## src/core/osd_luma_pkg.sv

```systemverilog
// Constants for the OSD attribute and luminance-control block.
// Assumes a single 40 MHz system clock and a Wishbone classic register bus.

package osd_luma_pkg;

  // ****************************************
  // Register map (byte addresses)
  // ****************************************
  localparam int ADR_WIDTH = 8;
  localparam logic [7:0] REG_CTRL = 8'h00;
  localparam logic [7:0] REG_STATUS = 8'h04;

  // ****************************************
  // Control register fields
  // ****************************************
  localparam int CTRL_WIDTH = 8;
  localparam int CTRL_CAPTION = 0;
  localparam int CTRL_RATIO2 = 1;
  localparam int CTRL_SHADOW = 2;
  localparam int CTRL_FLASH_SCOPE = 3;
  localparam int CTRL_FLASH_LONG = 4;
  localparam int CTRL_SOLID_EN = 5;
  localparam int CTRL_SOLID_SEC = 6;
  localparam int CTRL_SIZE15 = 7;
  localparam logic [7:0] CTRL_RESET = 8'h01;

  // ****************************************
  // Block control bits
  // ****************************************
  localparam int BLK_BORDER_EN = 0;
  localparam int BLK_PRIMARY_EN = 1;
  localparam int BLK_SECONDARY_EN = 2;

  // ****************************************
  // Flash timing in vertical sync periods
  // ****************************************
  localparam logic [5:0] FLASH_ON_SHORT = 6'h18;
  localparam logic [5:0] FLASH_ON_LONG = 6'h30;
  localparam logic [5:0] FLASH_OFF = 6'h08;

  // ****************************************
  // Character cell geometry
  // ****************************************
  localparam logic [9:0] SPACE_CODE = 10'h009;
  localparam logic [4:0] UL_LINE_FIRST = 5'h16;
  localparam logic [4:0] UL_LINE_SECOND = 5'h17;
  localparam logic [4:0] FONT_LAST_LINE = 5'h13;

endpackage : osd_luma_pkg

```

## src/core/osd_attribute_luma_control.sv

```systemverilog
// OSD per-dot attribute logic: italic, underline, flash, border, solid space
// and the two luminance-control outputs.
// Assumes the OSD engine presents one half-dot sample per clock on the same clock;
// vertical sync comes from a pin and is synchronised here.

`timescale 1ns/10ps
`default_nettype none

module osd_attribute_luma_control (
  input wire logic CLK_SYS,
  input wire logic RESETN,
  // Wishbone classic slave
  input wire logic WB_CYC_I,
  input wire logic WB_STB_I,
  input wire logic WB_WE_I,
  input wire logic [7:0] WB_ADR_I,
  input wire logic [3:0] WB_SEL_I,
  input wire logic [31:0] WB_DAT_I,
  output logic [31:0] WB_DAT_O,
  output logic WB_ACK_O,
  // Vertical sync pin
  input wire logic VSYNC_PIN,
  // Dot stream from the OSD engine
  input wire logic PIX_VALID,
  input wire logic END_CELL,
  input wire logic [4:0] DOT_POS,
  input wire logic [4:0] LINE,
  input wire logic [15:0] FONT_ROW,
  input wire logic [15:0] PREV_FONT_ROW,
  input wire logic [15:0] NEXT_FONT_ROW,
  input wire logic [15:0] FONT_ROW_ABOVE,
  input wire logic [15:0] FONT_ROW_BELOW,
  input wire logic [9:0] CHAR_CODE,
  input wire logic CHAR_ITALIC_ATTR,
  input wire logic CHAR_FLASH_ATTR,
  input wire logic CHAR_UNDERLINE_ATTR,
  input wire logic CHAR_OUT_SELECT_ATTR,
  input wire logic PREV_ITALIC_ATTR,
  input wire logic NEXT_ITALIC_ATTR,
  input wire logic PAL_LUMA_BIT,
  input wire logic [2:0] BLOCK_CTRL,
  // Dot outputs
  output logic LUMA_CTRL_PRIMARY_OUT,
  output logic LUMA_CTRL_SECONDARY_OUT,
  output logic FONT_COLOR_ON,
  output logic BG_COLOR_ON,
  output logic BORDER_ON,
  output logic FORCE_PALETTE8
);

  // ****************************************
  // Helpers
  // ****************************************
  // Font bit at a half-dot position relative to the current cell start
  function automatic logic font_at(input logic [47:0] row, input logic signed [6:0] pos);
    logic signed [7:0] p;
    logic [5:0] d;
    p = 8'(pos) + 8'sd32;
    d = p[6:1];
    if (p < 8'sd0 || p > 8'sd95) begin
      font_at = 1'b0;
    end else begin
      font_at = row[6'd47 - d];
    end
  endfunction : font_at

  // ****************************************
  // Register bus
  // ****************************************
  logic [7:0] ctrl_q;
  logic ack_q;
  logic [31:0] rdat_q;
  logic bus_req;
  logic flash_on_q;
  logic [5:0] flash_cnt_q;

  assign bus_req = WB_CYC_I && WB_STB_I && !ack_q;

  always_ff @(posedge CLK_SYS) begin
    if (!RESETN) begin
      ack_q <= 1'b0;
    end else begin
      ack_q <= bus_req;
    end
  end

  always_ff @(posedge CLK_SYS) begin
    if (!RESETN) begin
      ctrl_q <= osd_luma_pkg::CTRL_RESET;
    end else if (bus_req && WB_WE_I && WB_SEL_I[0] && WB_ADR_I == osd_luma_pkg::REG_CTRL) begin
      ctrl_q <= WB_DAT_I[7:0];
    end
  end

  always_ff @(posedge CLK_SYS) begin
    if (!RESETN) begin
      rdat_q <= 32'h0000_0000;
    end else if (bus_req && !WB_WE_I) begin
      unique case (WB_ADR_I)
        osd_luma_pkg::REG_CTRL: rdat_q <= {24'h00_0000, ctrl_q};
        osd_luma_pkg::REG_STATUS: rdat_q <= {25'h000_0000, flash_on_q, flash_cnt_q};
        default: rdat_q <= 32'h0000_0000;
      endcase
    end
  end

  assign WB_ACK_O = ack_q;
  assign WB_DAT_O = rdat_q;

  // ****************************************
  // Flash phase
  // ****************************************
  logic vs_meta_q;
  logic vs_sync_q;
  logic vs_prev_q;
  logic vs_edge;
  logic [5:0] flash_limit;

  always_ff @(posedge CLK_SYS) begin
    if (!RESETN) begin
      vs_meta_q <= 1'b0;
      vs_sync_q <= 1'b0;
      vs_prev_q <= 1'b0;
    end else begin
      vs_meta_q <= VSYNC_PIN;
      vs_sync_q <= vs_meta_q;
      vs_prev_q <= vs_sync_q;
    end
  end

  assign vs_edge = vs_sync_q && !vs_prev_q;
  assign flash_limit = !flash_on_q ? osd_luma_pkg::FLASH_OFF :
                       ctrl_q[osd_luma_pkg::CTRL_FLASH_LONG] ? osd_luma_pkg::FLASH_ON_LONG :
                       osd_luma_pkg::FLASH_ON_SHORT;

  // Shared by every flashing character so all flash together
  always_ff @(posedge CLK_SYS) begin
    if (!RESETN) begin
      flash_on_q <= 1'b1;
      flash_cnt_q <= 6'h00;
    end else if (vs_edge) begin
      if (flash_cnt_q >= flash_limit - 6'h01) begin
        flash_on_q <= !flash_on_q;
        flash_cnt_q <= 6'h00;
      end else begin
        flash_cnt_q <= flash_cnt_q + 6'h01;
      end
    end
  end

  // ****************************************
  // Italic slant and font dot
  // ****************************************
  logic caption;
  logic [4:0] line_c;
  logic [4:0] up;
  logic [4:0] shift_h;
  logic signed [6:0] pos;
  logic signed [6:0] sh;
  logic cur_eff;
  logic prev_eff;
  logic font_cur;
  logic font_spill;
  logic font_dot;
  logic underline;
  logic fg;

  assign caption = ctrl_q[osd_luma_pkg::CTRL_CAPTION];
  assign line_c = (LINE > osd_luma_pkg::FONT_LAST_LINE) ? osd_luma_pkg::FONT_LAST_LINE : LINE;
  assign up = osd_luma_pkg::FONT_LAST_LINE - line_c;
  assign shift_h = ctrl_q[osd_luma_pkg::CTRL_RATIO2] ? {1'b0, up[4:1]} : {up[4:2], 1'b0};
  assign pos = signed'({2'b00, DOT_POS});
  assign sh = signed'({2'b00, shift_h});
  assign cur_eff = caption && !END_CELL && (CHAR_ITALIC_ATTR || PREV_ITALIC_ATTR || NEXT_ITALIC_ATTR);
  assign prev_eff = caption && (PREV_ITALIC_ATTR || CHAR_ITALIC_ATTR);
  assign font_cur = !END_CELL && font_at({16'h0000, FONT_ROW, 16'h0000}, cur_eff ? pos - sh : pos);
  assign font_spill = prev_eff && (!END_CELL || ctrl_q[osd_luma_pkg::CTRL_SOLID_EN]) &&
                      font_at({PREV_FONT_ROW, 32'h0000_0000}, pos - sh);
  assign font_dot = PIX_VALID && (font_cur || font_spill);
  assign underline = PIX_VALID && caption && !END_CELL && CHAR_UNDERLINE_ATTR &&
                     (LINE == osd_luma_pkg::UL_LINE_FIRST || LINE == osd_luma_pkg::UL_LINE_SECOND);
  assign fg = font_dot || underline;

  // ****************************************
  // Border
  // ****************************************
  logic [47:0] row_all;
  logic wide;
  logic bd_right;
  logic bd_left;
  logic bd_below;
  logic bd_above;
  logic border;

  assign row_all = {PREV_FONT_ROW, FONT_ROW, NEXT_FONT_ROW};
  assign wide = ctrl_q[osd_luma_pkg::CTRL_RATIO2] && ctrl_q[osd_luma_pkg::CTRL_SIZE15];
  assign bd_right = font_at(row_all, pos - 7'sd2) || (wide && font_at(row_all, pos - 7'sd3));
  assign bd_left = font_at(row_all, pos + 7'sd2) || (wide && font_at(row_all, pos + 7'sd3));
  assign bd_below = LINE != 5'h00 && font_at({16'h0000, FONT_ROW_ABOVE, 16'h0000}, pos);
  assign bd_above = LINE < osd_luma_pkg::FONT_LAST_LINE &&
                    font_at({16'h0000, FONT_ROW_BELOW, 16'h0000}, pos);
  assign border = PIX_VALID && !caption && !END_CELL && BLOCK_CTRL[osd_luma_pkg::BLK_BORDER_EN] &&
                  !fg &&
                  (bd_right || bd_below ||
                   (!ctrl_q[osd_luma_pkg::CTRL_SHADOW] && (bd_left || bd_above)));

  // ****************************************
  // Flash, solid space and luma outputs
  // ****************************************
  logic flash_blank;
  logic blank_all;
  logic solid_en;
  logic solid_sec;
  logic solid_cell;
  logic area;
  logic fg_on;
  logic bg_on;
  logic prim_base;
  logic prim_d;
  logic sec_d;

  assign flash_blank = caption && CHAR_FLASH_ATTR && !flash_on_q && !END_CELL;
  assign blank_all = flash_blank && ctrl_q[osd_luma_pkg::CTRL_FLASH_SCOPE];
  assign solid_en = caption && ctrl_q[osd_luma_pkg::CTRL_SOLID_EN];
  assign solid_sec = ctrl_q[osd_luma_pkg::CTRL_SOLID_SEC];
  assign solid_cell = solid_en && PIX_VALID && (END_CELL || CHAR_CODE != osd_luma_pkg::SPACE_CODE);
  assign area = PIX_VALID && !END_CELL;
  assign fg_on = fg && !flash_blank;
  assign bg_on = area && !border && !fg_on && !blank_all;
  assign prim_base = (area && BLOCK_CTRL[osd_luma_pkg::BLK_PRIMARY_EN] && PAL_LUMA_BIT) ||
                     border || (font_spill && PIX_VALID);
  assign prim_d = ((solid_en && !solid_sec) ? solid_cell : prim_base) &&
                  !(blank_all && !solid_cell);
  // Secondary output is never blanked by flash
  assign sec_d = (area && CHAR_OUT_SELECT_ATTR && BLOCK_CTRL[osd_luma_pkg::BLK_SECONDARY_EN]) ||
                 (solid_sec && solid_cell);

  always_ff @(posedge CLK_SYS) begin
    if (!RESETN) begin
      LUMA_CTRL_PRIMARY_OUT <= 1'b0;
      LUMA_CTRL_SECONDARY_OUT <= 1'b0;
      FONT_COLOR_ON <= 1'b0;
      BG_COLOR_ON <= 1'b0;
      BORDER_ON <= 1'b0;
      FORCE_PALETTE8 <= 1'b0;
    end else begin
      LUMA_CTRL_PRIMARY_OUT <= prim_d;
      LUMA_CTRL_SECONDARY_OUT <= sec_d;
      FONT_COLOR_ON <= fg_on && !blank_all;
      BG_COLOR_ON <= bg_on || (solid_cell && END_CELL);
      BORDER_ON <= border;
      FORCE_PALETTE8 <= border || (solid_cell && !solid_sec && !fg_on);
    end
  end
endmodule : osd_attribute_luma_control

`default_nettype wire

```

## config.mk

```make
export PLATFORM = sky130hd
export DESIGN_NAME = osd_attribute_luma_control
export DESIGN_NICKNAME = d
export VERILOG_FILES = /design/src/core/osd_luma_pkg.sv /design/src/core/osd_attribute_luma_control.sv
export SDC_FILE = /design/constraint.sdc
export NUM_CORES = 1
export LEC_CHECK = 0
export ABC_CLOCK_PERIOD_IN_PS = 5400
export BUFFER_PORTS_ARGS = -buffer_cell sky130_fd_sc_hd__buf_2
export CAP_MARGIN = 20
export CORE_ASPECT_RATIO = 0.9
export CORE_MARGIN = 5
export CORE_UTILIZATION = 52
export CTS_BUF_LIST = sky130_fd_sc_hd__clkbuf_8
export DETAILED_ROUTE_END_ITERATION = 6
export PLACE_DENSITY = 0.93
export RECOVER_POWER = 100
export SYNTH_ARGS = -nofsm -noshare
export SYNTH_HDL_FRONTEND = slang
export SYNTH_SLANG_ARGS = --single-unit
```

## constraint.sdc

```tcl
create_clock -name CLK_SYS -period 5.4 [get_ports CLK_SYS]
set_input_delay 0.81 -clock CLK_SYS [delete_from_list [all_inputs] [get_ports CLK_SYS]]
set_output_delay 0.81 -clock CLK_SYS [all_outputs]
set_load 0.05 [all_outputs]
```

==> results_dict.tcl <==
set metrics [dict create \
    status "complete, no violations" \
    overflow 0 \
    routedWlPerCell_um 18.41 \
    dp_hpwl_um 10100 \
    cts_tree "done" \
    synth-xor-area-share 0.04720 \
    endpoint_kind "flip-flop" \
    reg2reg_slack_ps 1860 \
    grtUsageMet3 0.04648 \
    antenna_found_initial 0 \
    muxShareOfSynthArea 0.2781 \
    cts.sinks 33 \
    yosysTopAreaCell "dfxtp_1" \
    synth_compound_area_frac 0.1717 \
    synth_flop_cell "dfxtp_1" \
    holdPathEnd "vs_sync_q$_SDFF_PN0_" \
    crit_type "in -> reg" \
    worst_pin_slew_ps 998.5 \
    portBuffers 140 \
    wirelength_um 12680 \
    cts-hold-fix-buffers 0 \
    drive_above_1_share 0.3000 \
    finalWeightedCongestion 1.015 \
    synth_area_sq_mm 0.004161 \
    yosys_warnings 0 \
    setup_slack_ps 901.2 \
    drtPass1Iterations 6 \
    mostFrequentLayoutCell "buf_2" \
    grt_use_met2 0.4277 \
    die_h_um 94.87 \
    std_cell_rows 31 \
    required_ps 5550 \
    ant_nets 0 \
    reg2reg_depth 10 \
    final-hold-violation-count 0 \
    synthAdderAreaFrac 0.06494 \
    clk_pin_slew_worst_paths_ps 70 \
    drtIter0Drc 409 \
    synth_top_area_frac 0.1587 \
    min_from "vs_meta_q$_SDFF_PN0_" \
    grt_usage 0.2469 \
    fin_cells 689 \
    grt_setup_unrepaired "no" \
    maxCapViolCount 0 \
    setup_viol 0 \
    period_needed_ps 4499 \
    synth.avg_cell_area_sq_um 8.949 \
    leakage_nw 2.073 \
    nets 772 \
    core_area_sq_mm 0.007913 \
    postCtsSetupRepairBufs 0 \
    start_util 0.5259 \
    grt_max_degree 29 \
    final.period_utilization 0.8331 \
    fin_skew_ps 5.501 \
    num_antenna_cells 0 \
    htreeDepth 2 \
    ys_seq_area_frac 0.1587 \
    die-area_sq_mm 0.009894 \
    synth_top_family_by_area "multiplexers" \
    ioPinCount 201 \
    syn_inst 465 \
    ys_ff_latch 33 \
    whs_ps 435.4 \
    synthDistinctLibCells 67 \
    cts_buffer_depth 2 \
    r2r_start "ctrl_q[1]$_SDFFE_PN0P_" \
    drcViolationCount 0 \
    placed_cells 681 \
    dr_total_vias 4313 \
    grt_use_met1 0.3149 \
    grt_pass1_wl_um 20400 \
    grt_pass1_vias 4258 \
    fin_setup_tns_ps 0 \
    fmax_mhz 222.3 \
    cts_made_buffers 5 \
    crit_arrival_ps 4650 \
    finalMaxSlewViolations 0 \
    clk_latency_ps 280 \
    yosys.area_share.simple 0.1990 \
    hold_class "reg -> reg" \
    worstReg2RegEnd "BG_COLOR_ON$_SDFF_PN0_" \
    power_density_mw_per_mm2 167.2 \
    cp_max_fo 16 \
    start_kind "input pin" \
    holdPathStages 1 \
    netlist_top_cells_area "dfxtp_1 (16%), mux4_2 (13%), mux2i_1 (9.1%), ha_1 (6.0%), buf_4 (4.3%)" \
    max-vdd-ir-drop_mv 0.09268 \
    max_slew_margin 0.3321 \
    final_cell_mix "buf_2 (124), nand2_1 (38), mux2i_1 (38)" \
    cts_root_buffer "clkbuf_8" \
    cts_resized 0 \
    grt.busiest_layer "met2" \
    post-place-ws_ps 974.1 \
    synth_edf_count 0 \
    via_per_inst 6.260 \
    ys_async_sr_fraction 0 \
    syn_to_final_growth_pct 16.57 \
    die_w_um 104.3 \
]
==> cell type report <==
type                    count  area [sq um]
well taps                  99         123.9
repair buffers            141         688.2
fillers                   717          3062
multi-input cells         396          3249
inverters                  12         45.04
clock inverters             3         15.01
flip-flops and latches     33         660.6
clock buffers               5         68.82
==> power breakdown <==
group	internal, mW	switching [mW]	leakage [nW]	total, mW
registers	0.247	0.00167	0.267	0.248
logic	0.165	0.225	1.76	0.390
clock network	0.0873	0.0859	0.0467	0.173
total	0.499	0.312	2.07	0.811
==> metal layers <==
metal | wire length [um] | vias up
met4 | 197 | 0
met1 | 5164 | 2052
met2 | 6154 | 264
met5 | 0 | -
met3 | 1168 | 24
li1 | - | 1973
==> cells in the mapped netlist (all sizes together) (4+ instances only) <==
cell,n
inv,12
dfxtp,33
and3,4
a22oi,7
a211oi,4
a31oi,6
o31a,6
mux2,14
nand3,24
nand2b,7
nand2,39
nor2b,18
nor2,26
nand4,5
mux2i,38
and2,5
a21oi,11
a221oi,4
or3,7
buf,35
o21ai,10
a21boi,9
mux4,27
nor3,11
clkbuf,12
xor2,7
a32oi,8
ha,20
xnor2,12
==> worst max-delay path: stages <==
cell and delay (ps):
buf_2 360, inv_1 440, ha_1 420, xnor2_1 630, mux4_1 650, mux2_1 350
o31a_1 250, a211o_1 340, o311ai_4 280, a31oi_1 120
==> worst max-delay path by stage <==
stage | start | end | slack (ps) | cells past startpoint
2_1_floorplan | DOT_POS[1] | LUMA_CTRL_PRIMARY_OUT$_SDFF_PN0_ | 1750 | 10
3_3_place_gp | DOT_POS[1] | LUMA_CTRL_PRIMARY_OUT$_SDFF_PN0_ | 1090 | 10
3_5_place_dp | DOT_POS[1] | LUMA_CTRL_PRIMARY_OUT$_SDFF_PN0_ | 970 | 10
4_1_cts | DOT_POS[1] | LUMA_CTRL_PRIMARY_OUT$_SDFF_PN0_ | 1260 | 10
5_1_grt | DOT_POS[1] | LUMA_CTRL_PRIMARY_OUT$_SDFF_PN0_ | 730 | 10
6_report | DOT_POS[1] | LUMA_CTRL_PRIMARY_OUT$_SDFF_PN0_ | 900 | 10
==> flip-flops by register name, indices dropped and copies added, names as in the netlist <==
| signal | flops |
|---|---|
| LUMA_CTRL_PRIMARY_OUT | 1 |
| WB_ACK_O | 1 |
| BG_COLOR_ON | 1 |
| FONT_COLOR_ON | 1 |
| flash_on_q | 1 |
| vs_sync_q | 1 |
| vs_meta_q | 1 |
| vs_prev_q | 1 |
| BORDER_ON | 1 |
| ctrl_q | 8 |
| FORCE_PALETTE8 | 1 |
| WB_DAT_O | 8 |
| LUMA_CTRL_SECONDARY_OUT | 1 |
| flash_cnt_q | 6 |
==> metrics by stage <==
step,cell area (sq um),total power [mW],utilization
2_1_floorplan,4248,0.5378,-
3_3_place_gp,4795,0.6232,0.6059
3_5_place_dp,4795,0.6350,0.6059
4_1_cts,4878,0.8085,0.6165
5_1_grt,4851,0.8562,0.6131
6_report,4851,0.8112,0.6131
==> logic make-up after synthesis <==
family / after synthesis
simple gates: 161
mux: 79
buf+inv: 59
fa+ha+maj: 21
flops: 33
other cells: 1
compound gates: 92
xor+xnor: 19
Power figures use the tool's default switching activity.
